### src/core/poll_master_regs.vh
// constants for the serial bus master poller
`ifndef POLL_MASTER_REGS_VH
`define POLL_MASTER_REGS_VH
`define ADDR_BROADCAST 8'h00
`define ADDR_UNIT_MAX 8'hF7
`define MISS_LIMIT 2'h3
`define DIAG_LEN 8'h03
`define DIAG_BYTES 2'h3
`define DIAG_PERIOD_NS 1000000
`define CLK_PERIOD_NS 4
`define DIAG_PERIOD_CYC (`DIAG_PERIOD_NS / `CLK_PERIOD_NS)
`define TMO_W 32
`endif

### src/core/cycle_timer.v
// down-counting timer that pulses when a loaded count expires
`timescale 1ns/10ps
`default_nettype none
module cycle_timer (
   input wire i_sys_clk,
   input wire i_sys_rst,
   input wire i_ce,
   input wire i_load,
   input wire i_stop,
   input wire [31:0] i_count,
   output reg o_expired,
   output wire o_running
);
   reg [31:0] remain;
   reg run;
   assign o_running = run;
   always @(posedge i_sys_clk) begin
      if (i_sys_rst) begin
         remain <= 32'h00000000;
         run <= 1'b0;
         o_expired <= 1'b0;
      end else if (i_ce) begin
         o_expired <= 1'b0;
         if (i_load) begin
            remain <= (i_count == 32'h00000000) ? 32'h00000001 : i_count;
            run <= 1'b1;
         end else if (i_stop) begin
            run <= 1'b0;
         end else if (run) begin
            if (remain == 32'h00000001) begin
               run <= 1'b0;
               o_expired <= 1'b1;
            end else begin
               remain <= remain - 32'h00000001;
            end
         end
      end
   end
endmodule // cycle_timer
`default_nettype wire

### src/core/diag_packet.v
// serialiser for the three-byte diagnose packet
`timescale 1ns/10ps
`default_nettype none
`include "poll_master_regs.vh"
module diag_packet (
   input wire i_sys_clk,
   input wire i_sys_rst,
   input wire i_ce,
   input wire i_start,
   input wire [7:0] i_page,
   input wire [7:0] i_module,
   input wire i_ready,
   output reg o_valid,
   output reg [7:0] o_data,
   output wire o_busy
);
   reg [1:0] idx;
   reg [7:0] page;
   reg [7:0] modnum;
   assign o_busy = o_valid;
   always @(posedge i_sys_clk) begin
      if (i_sys_rst) begin
         idx <= 2'h0;
         page <= 8'h00;
         modnum <= 8'h00;
         o_valid <= 1'b0;
         o_data <= 8'h00;
      end else if (i_ce) begin
         if (!o_valid && i_start) begin
            page <= i_page;
            modnum <= i_module;
            idx <= 2'h1;
            o_valid <= 1'b1;
            o_data <= `DIAG_LEN;
         end else if (o_valid && i_ready) begin
            if (idx == `DIAG_BYTES) begin
               o_valid <= 1'b0;
               idx <= 2'h0;
            end else begin
               idx <= idx + 2'h1;
               o_data <= (idx == 2'h1) ? page : modnum;
            end
         end
      end
   end
endmodule // diag_packet
`default_nettype wire

### src/core/poll_master.v
// serial field-bus master: one request at a time, timeout and diagnostic mode
`timescale 1ns/10ps
`default_nettype none
`include "poll_master_regs.vh"
module poll_master (
   input wire i_sys_clk,
   input wire i_sys_rst,
   input wire i_ce,
   input wire i_req_valid,
   input wire [7:0] i_req_addr,
   input wire [7:0] i_req_func,
   output wire o_req_ready,
   output wire o_req_reject,
   input wire [31:0] i_timeout_cyc,
   input wire [7:0] i_diag_page,
   input wire [7:0] i_diag_module,
   output reg o_tx_valid,
   output reg [7:0] o_tx_addr,
   output reg [7:0] o_tx_func,
   input wire i_tx_ready,
   input wire i_rx_valid,
   input wire [7:0] i_rx_addr,
   input wire i_rx_exception,
   output reg o_done,
   output reg o_done_exception,
   output reg o_done_timeout,
   output reg o_done_broadcast,
   output reg o_diag_mode,
   output wire o_diag_valid,
   output wire [7:0] o_diag_data,
   input wire i_diag_ready,
   output wire o_busy
);
   localparam ST_IDLE = 2'h0;
   localparam ST_SEND = 2'h1;
   localparam ST_WAIT = 2'h2;
   reg [1:0] state;
   reg [1:0] next_state;
   reg [1:0] miss_cnt;
   reg bcast;
   wire tmo_expired;
   wire tmo_running;
   wire diag_expired;
   wire diag_running;
   wire diag_busy;
   wire addr_bcast;
   wire addr_unit;
   wire rx_match;
   wire take;
   wire sent;
   wire diag_kick;

   assign addr_bcast = (i_req_addr == `ADDR_BROADCAST);
   assign addr_unit = (i_req_addr != `ADDR_BROADCAST) && (i_req_addr <= `ADDR_UNIT_MAX);
   assign o_req_ready = (state == ST_IDLE);
   assign o_busy = (state != ST_IDLE);
   assign take = i_ce && o_req_ready && i_req_valid && (addr_bcast || addr_unit);
   assign o_req_reject = o_req_ready && i_req_valid && !(addr_bcast || addr_unit);
   assign sent = i_ce && (state == ST_SEND) && i_tx_ready;
   // only a reply from the polled server counts
   assign rx_match = i_rx_valid && (state == ST_WAIT) && (i_rx_addr == o_tx_addr);

   always @* begin
      next_state = state;
      case (state)
         ST_IDLE: begin
            if (take) begin
               next_state = ST_SEND;
            end
         end
         ST_SEND: begin
            if (sent) begin
               next_state = bcast ? ST_IDLE : ST_WAIT;
            end
         end
         ST_WAIT: begin
            if (rx_match || tmo_expired) begin
               next_state = ST_IDLE;
            end
         end
         default: begin
            next_state = ST_IDLE;
         end
      endcase
   end

   always @(posedge i_sys_clk) begin
      if (i_sys_rst) begin
         state <= ST_IDLE;
         bcast <= 1'b0;
         o_tx_valid <= 1'b0;
         o_tx_addr <= 8'h00;
         o_tx_func <= 8'h00;
         o_done <= 1'b0;
         o_done_exception <= 1'b0;
         o_done_timeout <= 1'b0;
         o_done_broadcast <= 1'b0;
         miss_cnt <= 2'h0;
         o_diag_mode <= 1'b0;
      end else if (i_ce) begin
         state <= next_state;
         o_done <= 1'b0;
         o_done_exception <= 1'b0;
         o_done_timeout <= 1'b0;
         o_done_broadcast <= 1'b0;
         if (take) begin
            o_tx_addr <= i_req_addr;
            o_tx_func <= i_req_func;
            bcast <= addr_bcast;
            o_tx_valid <= 1'b1;
         end else if (sent) begin
            o_tx_valid <= 1'b0;
         end
         if (sent && bcast) begin
            o_done <= 1'b1;
            o_done_broadcast <= 1'b1;
         end
         if (rx_match) begin
            o_done <= 1'b1;
            o_done_exception <= i_rx_exception;
            miss_cnt <= 2'h0;
            if (!i_rx_exception) begin
               o_diag_mode <= 1'b0;
            end
         end else if (state == ST_WAIT && tmo_expired) begin
            o_done <= 1'b1;
            o_done_timeout <= 1'b1;
            if (miss_cnt == `MISS_LIMIT - 2'h1) begin
               o_diag_mode <= 1'b1;
            end
            if (miss_cnt != `MISS_LIMIT) begin
               miss_cnt <= miss_cnt + 2'h1;
            end
         end
      end
   end

   cycle_timer u_resp_timer (
      .i_sys_clk(i_sys_clk),
      .i_sys_rst(i_sys_rst),
      .i_ce(i_ce),
      .i_load(sent && !bcast),
      .i_stop(rx_match),
      .i_count(i_timeout_cyc),
      .o_expired(tmo_expired),
      .o_running(tmo_running)
   );

   assign diag_kick = o_diag_mode && !diag_running && !diag_busy;
   cycle_timer u_diag_timer (
      .i_sys_clk(i_sys_clk),
      .i_sys_rst(i_sys_rst),
      .i_ce(i_ce),
      .i_load(diag_kick),
      .i_stop(!o_diag_mode),
      .i_count(`DIAG_PERIOD_CYC),
      .o_expired(diag_expired),
      .o_running(diag_running)
   );

   diag_packet u_diag_pkt (
      .i_sys_clk(i_sys_clk),
      .i_sys_rst(i_sys_rst),
      .i_ce(i_ce),
      .i_start(diag_kick),
      .i_page(i_diag_page),
      .i_module(i_diag_module),
      .i_ready(i_diag_ready),
      .o_valid(o_diag_valid),
      .o_data(o_diag_data),
      .o_busy(diag_busy)
   );
endmodule // poll_master
`default_nettype wire

### config.mk
export PLATFORM = sky130hd
export DESIGN_NAME = poll_master
export DESIGN_NICKNAME = d
export VERILOG_FILES = /design/src/core/cycle_timer.v /design/src/core/diag_packet.v /design/src/core/poll_master.v
export VERILOG_INCLUDE_DIRS = /design/src /design/src/core
export SDC_FILE = /design/constraint.sdc
export NUM_CORES = 1
export LEC_CHECK = 0
export ABC_AREA = 1
export CAP_MARGIN = 30
export CORE_UTILIZATION = 45
export CTS_CLUSTER_DIAMETER = 40
export DETAILED_ROUTE_END_ITERATION = 6
export DONT_BUFFER_PORTS = 1
export SETUP_SLACK_MARGIN = 0.2
export SYNTH_ARGS = -nofsm -noshare
export SYNTH_HDL_FRONTEND = slang
export SYNTH_SLANG_ARGS = --single-unit
### constraint.sdc
create_clock -name i_sys_clk -period 1.8 [get_ports i_sys_clk]
set_input_delay 0.36 -clock i_sys_clk [delete_from_list [all_inputs] [get_ports i_sys_clk]]
set_output_delay 0.36 -clock i_sys_clk [all_outputs]
set_load 0.1 [all_outputs]
### After elaboration in Yosys (flattened, before gate mapping)

Index checks and enable logic that the tools add are counted.

| cells by class | value |
|---|---|
| add/sub/neg operators | 4 |
| mux-type cells | 51 |
| reductions and logical operators | 48 |
| order comparisons | 1 |
| equality and inequality tests | 17 |

Operator list:

| operator | number |
|---|---|
| $mux 32 | 9 |
| $eq 32x1->1 const B | 2 |
| $sub 32x1->32 const B | 2 |
| $logic_not 32->1 | 1 |
| $mux 8 | 4 |
| $mux 1 | 27 |
| $mux 2 | 10 |
| $reduce_bool 2->1 | 10 |
| $logic_and 1x1->1 | 17 |
| $reduce_and 4->1 | 4 |
| $ne 2x1->1 const B | 6 |
| $reduce_and 3->1 | 3 |
| $eq 8x8->1 | 1 |
| $le 8x8->1 const B | 1 |
| $logic_not 8->1 | 1 |
| $reduce_and 2->1 | 4 |
| $reduce_bool 8->1 | 1 |
| $eq 2x2->1 const B | 3 |
| $ne 2x2->1 const B | 3 |
| $pmux 2 s3 | 1 |
| $add 2x1->2 const B | 2 |
| $eq 2x1->1 const B | 2 |
| $logic_not 1->1 | 4 |
| $logic_not 2->1 | 1 |
| $logic_or 1x1->1 | 2 |

| word-level totals | value |
|---|---|
| register bits | 121 |
| input port bits | 80 |
| output and inout bits | 34 |
| word-level logic and storage cells | 142 |

### Logic depth before layout (Yosys ltp)

Gate-level depths: netlist of the first run.

| logic depth | value |
|---|---|
| depth in word-level cells | 7 |
| gate-level depth with buffers | 13 |
| gate-level depth less buffers | 13 |

### Modules after synthesis

Synthesis of the first run repeated with hierarchy kept, for this count alone.

| unflattened totals | value |
|---|---|
| cell total of the unflattened synthesis | 1,475 |
| area, all modules | 8,349.3 µm² |

By module, submodules not included:

| module | cells an instance | sequential area each (µm²) | instances | area each (µm²) |
|---|---|---|---|---|
| cycle_timer | 559 | 680.7 | 2 | 2,896.5 |
| poll_master | 189 | 540.5 | 1 | 1,321.3 |
| diag_packet | 168 | 540.5 | 1 | 1,234.9 |

### Worst setup path after synthesis of the first run

Ideal clock, no wire load.

| path | value |
|---|---|
| kind | register -> register |
| from | register state[0] |
| to | register state[0] |
| required time | 1,736 ps |
| clock period less this slack | 3,196 ps |
| setup slack | -1,396 ps |
| library setup time | 64 ps |
| arrival time | 3,133 ps |
| cell stages (with the launch flop) | 6 |
| buffers on the path | 0 |
| cells stage by stage | dfxtp_1 -> nor2_1 -> inv_1 -> nand4_1 -> nand2_1 -> nor2_1 |

| between the ends | value |
|---|---|
| cells in the longest elaborated chain, start to end | 6 |
| elaborated cells between the ends (all ways) | 16 |
| classes of those cells | eq/ne: 5; mux: 1; reduce/logical: 10 |

Ends and longest elaborated chain:

| what | RTL line | source |
|---|---|---|
| from (decl) | poll_master.v:37 | `reg [1:0] state;` |
| from (signal assigned) | poll_master.v:101 | `state <= next_state;` |
| $logic_not 2->1 * | poll_master.v:55 | `assign o_req_ready = (state == ST_IDLE);` |
| via o_req_ready | poll_master.v:12 | `output wire o_req_ready,` |
| $logic_and 1x1->1 (3 in a row) | poll_master.v:57 | `assign take = i_ce && o_req_ready && i_req_valid && (addr_bcast \|\| addr_unit);` |
| $ne 2x1->1 (no source line) | n/a |  |
| $reduce_and 4->1 (no source line) | n/a |  |

The timed path passes the listed nets; every way through them passes the cells marked *.
A chain may end at the register's enable or synchronous reset.

### Final worst setup path of the first run

| path | value |
|---|---|
| from | register u_diag_timer.remain[27] |
| to | register u_diag_timer.remain[31] |

| between the ends | value |
|---|---|
| cells in the longest elaborated chain, start to end | 5 |
| elaborated cells between the ends (all ways) | 8 |
| classes of those cells | add/sub: 1; eq/ne: 2; mux: 4; reduce/logical: 1 |

Ends and longest elaborated chain:

| what | RTL line | source |
|---|---|---|
| from (decl) | cycle_timer.v:14 | `reg [31:0] remain;` |
| from (signal assigned) | cycle_timer.v:25 | `remain <= (i_count == 32'h00000000) ? 32'h00000001 : i_count;` |
| from (signal assigned) | cycle_timer.v:34 | `remain <= remain - 32'h00000001;` |
| $sub 32x1->32 | cycle_timer.v:34 |  |
| $mux 32 | cycle_timer.v:30 | `if (remain == 32'h00000001) begin` |
| $mux 32 | cycle_timer.v:29 | `end else if (run) begin` |
| $mux 32 | cycle_timer.v:27 | `end else if (i_stop) begin` |
| $mux 32 | cycle_timer.v:24 | `if (i_load) begin` |

Several ways; a longest one is shown, not always the timed one. The select of a mux whose other input is x is not followed.

==> flow_summary.toml, run 1 <==
[setup_path]
cpPeakStageDelay_ns = 0.35
critPathMaxFanout = 8
end_kind = "flip-flop"
crit_top_cell = "nor2_1"
crit_slowest_cell = "dfxtp_2"
worst-path-buf-inv = 3
arrival_ns = 2.15
path_cells = "nor2_4, nand2_1, nor2_2, nand2_2, clkinv_1, nand2_2, buf_4, buf_6, nand2_8, nand2_8, nor2_1, nor2_1, nor2_1"
path_class = "reg2reg"
path_delay_family = "simple AND/OR/NAND/NOR gates"
cp-start-kind = "flip-flop"
worstReg2RegEnd = "u_diag_timer.remain[31]"
rr_worst_depth = 13
rr_startpoint = "u_diag_timer.remain[27]"
reg2reg_slack_ns = 0.02
cp_data_required_time_ns = 2.16

[cells_and_area]
n_antenna_cell = 0
final_area_mm2 = 0.0107
layout_commonest_cell = "nand2_1"
area_growth_pct = 47.2
layout-drive-gt1-share = 0.325
layout_common_cells = "nand2_1 (314), nor2_1 (217), buf_4 (127), inv_1 (96), dfxtp_1 (75)"
utilization = 0.677
fillers = 1362
num-nets-final = 1483

[pwr]
internal-power_mw = 5.66
p_per_area_mw_per_mm2 = 789
power_frac_seq = 0.331
ir_drop_mv = 0.777
p_switching_mw = 2.80
pwr-share-comb = 0.248
p_leak_nw = 5.19
clkPwrFrac = 0.421
swShare = 0.330

[min_path]
hold_depth = 1
hp-start = "i_ce"
hold_class = "in2reg"
holdPathEnd = "o_done_timeout"

[cts]
cts_buffer_depth = 2
root_buffer = "clkbuf_16"
cts_tree = "built"
cts_max_level = 4
cts_made_buffers = 17
clk_pin_slew_ns = 0.06
clock_latency_ns = 0.43
clock_sinks = 121

[timing]
max-slew-margin-rel = 0.642
hold_viol_final = 0
post-route-min-period_ns = 1.78
max_freq_mhz = 561
rsz0062_at_grt = "yes"
setup_tns_ns = 0
worst_pin_slew_ns = 0.536
timing.final.crit_share = 0.990
fin_hold_ws_ns = 0.0352
setup_viol = 0
maxSlewViolCount = 0
clock-skew-final_ns = 0.0106

[floorplanning]
die_height_um = 129
rows = 46
die-area_mm2 = 0.0167
io_pins = 114
die_w_um = 129
core_area_mm2 = 0.0158
initial_core_util = 0.460

[place]
port-buffer-count = 0
dp.final_hpwl_mm = 14.7
gp_congestion = 0.924
post_dp_cell_area_mm2 = 0.00830

[logic_synthesis]
synth-warning-count = 0
syn_area_mm2 = 0.00728
synthCells = 1236
ys_seq_elements = 121
netlist.top_cell.by_area = "dfxtp_1"
synth_ff_type = "dfxtp_1"
synth_cell_type_count = 36
yosysTopAreaCellShare = 0.333
synth-edff-count = 0
syn_area_per_cell_um2 = 5.89
ys_seq_area_frac = 0.333
syn_nets = 1324
async_flop_share = 0
synthTopCellsByArea = "dfxtp_1 (33%), nand2_1 (19%), nor2_1 (15%)"

[routing]
drt-total-wl_mm = 24.5
drtAntennaViolNets = 0
drcViolationCount = 0
drtIter0Drc = 559
dr.pass1.iters = 5
wl_per_cell_um = 15.1
routed_via_density = 5.18
vias = 8407

[global_routing]
grt_usage = 0.274
antenna_found_initial = 0
grt_overflow = 0
grt_pass1_vias = 7386
grt_pass1_wl_mm = 35.7
grt_max_degree = 58

[run]
max_cap_violations = 0

[status]
status = "finished, final reports clean"
## synthesized netlist by cell type, types with 3 or more instances
master,count
nand2_1,378
nor2_1,294
dfxtp_1,121
inv_1,106
a21oi_1,73
o21ai_0,72
nand3_1,65
clkbuf_1,21
nand4_1,17
buf_2,10
xnor2_1,10
ha_1,8
xor2_1,8
buf_6,6
nor2_2,5
nor3_1,5
or2_2,5
clkinv_1,3
nand2_2,3
nand3b_1,3
nor2_4,3
## state kept, by name (all words and copies together) (netlist names), 2 cells and up
name / count
u_diag_pkt.idx: 2
miss_cnt: 2
state: 2
u_diag_pkt.o_data: 8
u_diag_timer.remain: 32
u_diag_pkt.page: 8
u_diag_pkt.modnum: 8
o_tx_func: 8
u_resp_timer.remain: 32
o_tx_addr: 8
## routing by layer
| metal | GRT usage | up-vias | wire, µm |
|---|---|---|---|
| met2 | 0.466 | 256 | 12100 |
| met3 | 0.0483 | 73 | 1220 |
| met4 | 0.118 | 0 | 953 |
| li1 | - | 4212 | - |
| met1 | 0.340 | 3866 | 10300 |
| met5 | 0 | - | 0 |
## per-stage QoR
step           total power [mW]  instances  worst slack, ns
2_1_floorplan              4.11       1236           -0.129
3_3_place_gp               4.47       1516           0.0646
3_5_place_dp               4.48       1516           0.0642
4_1_cts                    8.19       1590           0.0498
5_1_grt                    8.85       1624           -0.122
6_report                   8.46       1624           0.0176
## cells by family (layout without fill, tap and decap cells)
kind of cell / Yosys count / count (layout) / synth area share
fa+ha+maj: 8 / 8 / 0.0137
mux: 1 / 1 / 0.00137
simple gates: 787 / 791 / 0.438
buf+inv: 151 / 319 / 0.0863
xor+xnor: 18 / 18 / 0.0217
flops: 121 / 121 / 0.333
compound gates: 150 / 150 / 0.106
## worst max path at each step
stage | from | to | slack [ns] | depth (start not counted)
CTS | state[1] | o_req_reject | 0.05 | 3
global placement | state[1] | u_resp_timer.remain[2] | 0.06 | 11
detailed placement | state[1] | u_resp_timer.remain[0] | 0.06 | 11
floorplan | state[0] | state[0] | -0.13 | 5
finish | u_diag_timer.remain[27] | u_diag_timer.remain[31] | 0.02 | 13
global route | u_diag_timer.remain[27] | u_diag_timer.remain[31] | -0.12 | 13
## power by group through the flow
| stage | Sequential, mW | Combinational, mW | Clock, mW |
|---|---|---|---|
| after global placement | 2.85 | 1.62 | 0 |
| after CTS | 2.80 | 1.80 | 3.59 |
| final | 2.80 | 2.10 | 3.56 |
| after global routing | 2.81 | 2.30 | 3.74 |
| after floorplan | 3.14 | 0.971 | 0 |
| after detailed placement | 2.85 | 1.63 | 0 |
## timing repair
action / in CTS / in global routing
pin swaps: 15 / 75
cloned: 7 / 6
endpoints found under the hold margin: 24 / 0
buffers inserted: 29 / 28
resized for setup: 102 / 211
setup endpoints to repair: 68 / 87
hold buffers: 6 / 0
## area by class of cell
| type | instances | area [µm²] | share of cell area |
|---|---|---|---|
| timing repair buffer | 176 | 1750 | 0.163 |
| tap | 216 | 270 | 0.0252 |
| clock inverter | 13 | 153 | 0.0142 |
| sequential | 121 | 2530 | 0.236 |
| multi-input combinational | 968 | 5120 | 0.478 |
| inverter | 111 | 438 | 0.0409 |
| clock buffer | 19 | 454 | 0.0424 |
(Power assumes the default switching activity.)
==> run 2, diff against run 1 <==
--- a/config.mk
+++ b/config.mk
@@ -6,7 +6,6 @@
 export SDC_FILE = /design/constraint.sdc
 export NUM_CORES = 1
 export LEC_CHECK = 0
-export ABC_AREA = 1
 export CAP_MARGIN = 30
 export CORE_UTILIZATION = 45
 export CTS_CLUSTER_DIAMETER = 40
==> run 2 against run 1 <==
  * The flow now finishes with violations (setup timing)
  * Global-route usage rose by 2.6 points
  * Worst hold slack worse by 0.031 ns
  * Setup slack worse by 0.58 ns
  * Fmax shrank 25%
  * Sequential power barely moved
  * Synthesized cell count fell by 36%
  * Core utilization rose by 6.9 points
  * Sequential share of layout area grew 0.46 points
  * Clock-buffer cell count shrank 1
  * Critical path type unchanged
  * Largest power group unchanged
  * Highest routed layer unchanged
==> flow_summary.toml, run 2 <==
[pwr]
swShare = 0.300
power_frac_seq = 0.351
ir_drop_mv = 0.712
p_per_area_mw_per_mm2 = 766
pwr-share-comb = 0.220
p_switching_mw = 2.38
internal-power_mw = 5.55
p_leak_nw = 4.07
clkPwrFrac = 0.429

[global_routing]
grt_pass1_vias = 7195
grt_usage = 0.300
antenna_found_initial = 0
grt_overflow = 0
grt_max_degree = 99
grt_pass1_wl_mm = 34.7

[timing]
max-slew-margin-rel = 0.645
setup_viol = 68
post-route-min-period_ns = 2.36
worst_pin_slew_ns = 0.532
max_freq_mhz = 423
maxSlewViolCount = 0
rsz0062_at_grt = "yes"
setup_tns_ns = -24.98
layout_setup_ws_ns = -0.564
timing.final.crit_share = 1.31
clock-skew-final_ns = 0.00793
hold_viol_final = 0

[cells_and_area]
layout_commonest_cell = "buf_4"
layout-drive-gt1-share = 0.457
stdcell_count = 1205
n_antenna_cell = 0
area_growth_pct = 61.8
num-nets-final = 1100
layout_common_cells = "buf_4 (201), nand2_1 (96), dfxtp_1 (94), nor2_1 (67), a21oi_1 (53)"
reg_top3 = "u_diag_timer.remain (32), u_resp_timer.remain (32)"

[routing]
wl_per_cell_um = 18.9
drt-total-wl_mm = 22.8
dr.pass1.iters = 5
drtIter0Drc = 641
routed_via_density = 6.17
drtAntennaViolNets = 0
vias = 7434
drcViolationCount = 0

[setup_path]
crit_slowest_cell = "nor4_4"
path_cells = "nor4_4, nand4_1, buf_4, or3_4, or4_4, a311oi_2"
critPathMaxFanout = 4
end_kind = "flip-flop"
cp_data_required_time_ns = 2.13
arrival_ns = 2.70
cp-start-kind = "flip-flop"
path_class = "reg2reg"
worst-path-buf-inv = 1
path_delay_family = "simple AND/OR/NAND/NOR gates"
cpPeakStageDelay_ns = 0.43

[logic_synthesis]
netlist.top_cell.by_area = "dfxtp_1"
synth.most_common_cell = "dfxtp_1"
synth_cell_type_count = 62
synth-warning-count = 0
yosysTopAreaCellShare = 0.379
synthTopCellsByCount = "dfxtp_1 (121), nand2_1 (101), nor2_1 (72)"
synthTopCellsByArea = "dfxtp_1 (38%), nand2_1 (5.9%), or4_1 (4.9%)"
synth_ff_type = "dfxtp_1"
synth-edff-count = 0
async_flop_share = 0
synthCells = 795
ys_seq_elements = 121
ys_seq_area_frac = 0.379
syn_area_per_cell_um2 = 8.05
syn_nets = 883
syn_area_mm2 = 0.00640

[floorplanning]
core_area_mm2 = 0.0139
die-area_mm2 = 0.0147
die_w_um = 121
initial_core_util = 0.461
die_height_um = 121
io_pins = 114
rows = 43

[place]
dp.final_hpwl_mm = 13.7
placed_cells = 1121
gp_congestion = 0.889
port-buffer-count = 0

[cts]
cts_buffer_depth = 2
cts_max_level = 4
cts_made_buffers = 17
root_buffer = "clkbuf_16"
clock_latency_ns = 0.43
clk_pin_slew_ns = 0.06
clock_sinks = 121
cts_tree = "built"

[status]
violations = "setup timing"
status = "complete, but fails checks"

[run]
max_cap_violations = 0

[min_path]
hold_class = "in2reg"
-- run 2: worst paths after layout --
check | start | end | slack [ns] | depth (start not counted)
worst max register to register | u_resp_timer.remain[7] | u_resp_timer.remain[22] | -0.56 | 6
worst max-delay path | u_resp_timer.remain[7] | u_resp_timer.remain[22] | -0.56 | 6
worst min register to register | u_diag_pkt.modnum[6] | u_diag_pkt.modnum[6] | 0.46 | 2
worst min-delay path | i_sys_rst | u_resp_timer.remain[21] | 0.005 | 1
-- run 2: metal layers --
layer,GRT usage,share of wire,routed length [µm],up-vias
met4,0.124,0.028,628,0
met3,0.0752,0.082,1870,68
met5,0,0,0,-
li1,-,-,-,3468
met1,0.375,0.41,9300,3570
met2,0.491,0.48,11000,328
-- run 2: power groups by stage --
stage                     sequential [mW]  clock [mW]  combinational (mW)
after floorplan                      2.99           0               0.633
after global placement               2.83           0                1.22
after detailed placement             2.83           0                1.24
after CTS                            2.78        3.43                1.56
after global routing                 2.79        3.56                1.83
final                                2.78        3.40                1.75
-- run 2: cell type report --
class	count	area, µm²
clock buffers	18	450
clock inverters	14	138
fillers	942	3530
inverters	12	50.0
multi-input cells	606	4730
flip-flops and latches	121	2490
well taps	180	225
repair buffers	254	2270
-- run 2: cells by family after synthesis --
kind of cell	Yosys count	share of synthesized area
simple gates	373	0.317
flops	121	0.379
fa+ha+maj	8	0.0157
compound gates	198	0.209
buf+inv	70	0.0440
xor+xnor	13	0.0178
mux	12	0.0188
-- run 2: through the flow --
| step | hold WS [ns] | total power [mW] | utilization | cell area (µm²) | worst slack [ns] |
|---|---|---|---|---|---|
| 4_1_cts | 0.000169 | 7.77 | 0.713 | 9890 | -0.453 |
| 2_1_floorplan | 0.436 | 3.62 | - | 6890 | -0.460 |
| 6_report | 0.00461 | 7.93 | 0.746 | 10400 | -0.564 |
| 5_1_grt | -0.00174 | 8.18 | 0.746 | 10400 | -0.580 |
| 3_3_place_gp | 0.436 | 4.05 | 0.603 | 8370 | -0.428 |
| 3_5_place_dp | 0.442 | 4.08 | 0.603 | 8370 | -0.501 |
-- run 2: repair_timing --
item,CTS,global route
gates resized for setup,121,69
setup endpoints to repair,83,88
hold buffers,2,1
cloned,5,1
hold endpoints to repair,4,7
buffers inserted,35,8
pin swaps,76,51
==> run 3, diff against run 2 <==
--- a/config.mk
+++ b/config.mk
@@ -7,10 +7,11 @@
 export NUM_CORES = 1
 export LEC_CHECK = 0
 export CAP_MARGIN = 30
-export CORE_UTILIZATION = 45
+export CORE_UTILIZATION = 64
 export CTS_CLUSTER_DIAMETER = 40
 export DETAILED_ROUTE_END_ITERATION = 6
 export DONT_BUFFER_PORTS = 1
+export PLACE_DENSITY = 0.8
 export SETUP_SLACK_MARGIN = 0.2
 export SYNTH_ARGS = -nofsm -noshare
 export SYNTH_HDL_FRONTEND = slang
==> run 3 against run 2 <==
  * The run now fails in clock tree synthesis (4_1_cts)
  * Synthesized cell count unchanged
  * Area after synthesis unchanged
==> flow_summary.toml, run 3 <==
[logic_synthesis]
async_flop_share = 0
synth_cell_type_count = 62
syn_nets = 883
synthTopCellsByArea = "dfxtp_1 (38%), nand2_1 (5.9%), or4_1 (4.9%)"
synth.most_common_cell = "dfxtp_1"
ys_seq_area_frac = 0.379
syn_area_mm2 = 0.00640
netlist.top_cell.by_area = "dfxtp_1"
yosysTopAreaCellShare = 0.379
ys_seq_elements = 121
syn_area_per_cell_um2 = 8.05
synthCells = 795
synth-edff-count = 0
synth-warning-count = 0
synth_ff_type = "dfxtp_1"
synthTopCellsByCount = "dfxtp_1 (121), nand2_1 (101), nor2_1 (72)"

[cts]
postCtsResizedCells = 179
cts_max_level = 4
cts-hold-fix-buffers = 3
root_buffer = "clkbuf_8"
cts_buffer_depth = 2
postCtsSetupRepairBufs = 37
cts_made_buffers = 17
clock_sinks = 121

[place]
dp.final_hpwl_mm = 14.5
post-place-ws_ns = -0.493
port-buffer-count = 0
gp_congestion = 0.916

[status]
stop_error = "[ERROR DPL-0038] Utilization greater than 100%, impossible to legalize"
status = "stopped before the end"
haltStage = "clock tree synthesis (4_1_cts)"

[floorplanning]
die_height_um = 102
rows = 36
io_pins = 114
initial_core_util = 0.657
die_w_um = 102
-- run 3: cell counts after synthesis --
Identical to the previous run, type by type.
-- run 3: per-stage QoR --
step / hold slack (ns) / instance area (µm²) / cells
floorplan: 0.436 / 6890 / 795
global placement: 0.436 / 8260 / 1067
detailed placement: 0.438 / 8260 / 1067
-- run 3: cell families after synthesis --
logic type,share of synthesized area
and+or+nand+nor,0.317
AOI/OAI and AO/OA,0.209
DFF,0.379
buffers and inverters,0.0440
xor gates and xnor gates,0.0178
muxes,0.0188
adders and majority gates,0.0157
==> run 4, diff against run 3 <==
--- a/config.mk
+++ b/config.mk
@@ -7,12 +7,10 @@
 export NUM_CORES = 1
 export LEC_CHECK = 0
 export CAP_MARGIN = 30
-export CORE_UTILIZATION = 64
-export CTS_CLUSTER_DIAMETER = 40
+export CORE_UTILIZATION = 40
 export DETAILED_ROUTE_END_ITERATION = 6
 export DONT_BUFFER_PORTS = 1
-export PLACE_DENSITY = 0.8
-export SETUP_SLACK_MARGIN = 0.2
+export PLACE_DENSITY_LB_ADDON = 0.15
 export SYNTH_ARGS = -nofsm -noshare
 export SYNTH_HDL_FRONTEND = slang
 export SYNTH_SLANG_ARGS = --single-unit
==> run 4 against run 3 <==
  * The flow now finishes, with violations (setup timing)
==> flow_summary.toml, run 4 (synthesis results as in run 2) <==
[status]
status = "complete, but fails checks"
violations = "setup timing"

[cells_and_area]
layout_commonest_cell = "buf_4"
reg_top3 = "u_diag_timer.remain (32), u_resp_timer.remain (32)"
multi_input_area_mm2 = 0.00462
seqCellArea_mm2 = 0.00249
stdcell_count = 1232
n_antenna_cell = 0
num-nets-final = 1096
area_growth_pct = 58.1
layout_common_cells = "buf_4 (206), nand2_1 (96), dfxtp_1 (94), nor2_1 (68), a21oi_1 (54)"
fillers = 1277
layout-drive-gt1-share = 0.457

[pwr]
pwr-share-comb = 0.210
p_per_area_mw_per_mm2 = 772
internal-power_mw = 5.48
p_switching_mw = 2.33
clkPwrFrac = 0.435
p_leak_nw = 4.02
power_frac_seq = 0.356
ir_drop_mv = 0.663
swShare = 0.298

[cts]
cts_made_buffers = 17
clk_pin_slew_ns = 0.06
cts_buffer_depth = 2
cts_max_level = 4
cts-hold-fix-buffers = 0
root_buffer = "clkbuf_16"
clock_latency_ns = 0.42
clock_sinks = 121
cts_tree = "built"

[global_routing]
grt_overflow = 0
grt_max_degree = 102
antenna_found_initial = 0
grt_usage = 0.267
use_met3 = 0.0778
grt_pass1_wl_mm = 35.1
grt_busiest_layer = "met2"
grt.met1_usage = 0.336
grt_use_met2 = 0.428
grt_pass1_vias = 7200

[setup_path]
path_delay_family = "simple AND/OR/NAND/NOR gates"
end_kind = "flip-flop"
path_class = "reg2reg"
cp-start-kind = "flip-flop"
path_cells = "or4_4, or4_4, o31ai_4, buf_4, or3_1, a31oi_1"
crit_top_cell = "or4_4"
critPathMaxFanout = 4
arrival_ns = 2.57
cp_data_required_time_ns = 2.08
crit_slowest_cell = "or4_4"
worst-path-buf-inv = 1
cpPeakStageDelay_ns = 0.57

[routing]
drcViolationCount = 0
dr.pass1.iters = 7
vias = 7370
drtIter0Drc = 447
routed_via_density = 5.98
wl_per_cell_um = 18.2
drtAntennaViolNets = 0
drt-total-wl_mm = 22.5

[timing]
fin_hold_ws_ns = 0.0440
setup_viol = 67
setup_tns_ns = -24.64
max-slew-margin-rel = 0.542
rsz0062_at_grt = "yes"
layout_setup_ws_ns = -0.497
post-route-min-period_ns = 2.30
max_freq_mhz = 435
timing.final.crit_share = 1.28
worst_pin_slew_ns = 0.687
clock-skew-final_ns = 0.0111
maxSlewViolCount = 0
hold_viol_final = 0

[place]
gp_congestion = 0.915
port-buffer-count = 0
placed_cells = 1158
dp.final_hpwl_mm = 14.9
post-place-ws_ns = -0.592

[floorplanning]
core_area_mm2 = 0.0154
die_height_um = 128
io_pins = 114
rows = 45
initial_core_util = 0.415
die-area_mm2 = 0.0165
die_w_um = 128

[min_path]
hold_class = "in2reg"

[run]
max_cap_violations = 0
==> run 4: through the flow <==
step | area [µm²] | util | total power, mW
floorplan | 6830 | - | 3.61
global placement | 8410 | 0.545 | 4.05
detailed placement | 8410 | 0.545 | 4.08
CTS | 9770 | 0.633 | 7.71
global route | 10100 | 0.655 | 8.07
finish | 10100 | 0.655 | 7.81
==> run 4: path summary, 6_finish.rpt <==
path	startpoint	to	slack, ns	cells after the start
worst max-delay path	u_diag_timer.remain[25]	u_diag_timer.remain[14]	-0.50	6
worst min-delay path	i_sys_rst	u_diag_timer.remain[12]	0.04	1
worst max register to register	u_diag_timer.remain[25]	u_diag_timer.remain[14]	-0.50	6
worst min register to register	u_diag_pkt.page[5]	u_diag_pkt.page[5]	0.45	2
==> run 4: cell type report <==
class / instances / area share
Tap cell: 211 / 0.0261
Multi-Input combinational cell: 604 / 0.457
Clock inverter: 13 / 0.0116
Timing Repair Buffer: 252 / 0.208
Sequential cell: 121 / 0.246
Clock buffer: 19 / 0.0470
Inverter: 12 / 0.00445
==> run 4: power groups by stage <==
stage | Combinational [mW] | Clock (mW) | Sequential, mW
after floorplan | 0.622 | 0 | 2.99
after global placement | 1.22 | 0 | 2.83
after detailed placement | 1.24 | 0 | 2.83
after CTS | 1.48 | 3.45 | 2.78
after global routing | 1.72 | 3.57 | 2.78
final | 1.64 | 3.39 | 2.78
==> run 4: worst register-to-register path: cells and delay by family, from the launching register on <==
kind	cells	cell delay, ns
and+or+nand+nor	3	1.21
buffers and inverters	1	0.18
AOI/OAI and AO/OA	2	0.45
DFF	1	0.33
==> run 4: metal layers <==
layer | vias up | part of all wire | routed length, µm
met1 | 3607 | 0.43 | 9590
met2 | 268 | 0.47 | 10500
li1 | 3441 | - | -
met3 | 54 | 0.082 | 1840
met5 | - | 0 | 0
met4 | 0 | 0.023 | 526
==> run 4: repair_timing <==
action / 4_1_cts / 5_1_grt
pin swaps: 102 / 53
setup buffers: 30 / 17
cloned: 2 / 1
endpoints found under the hold margin: 0 / 0
endpoints found under the setup margin: 69 / 73
resized for setup: 116 / 62
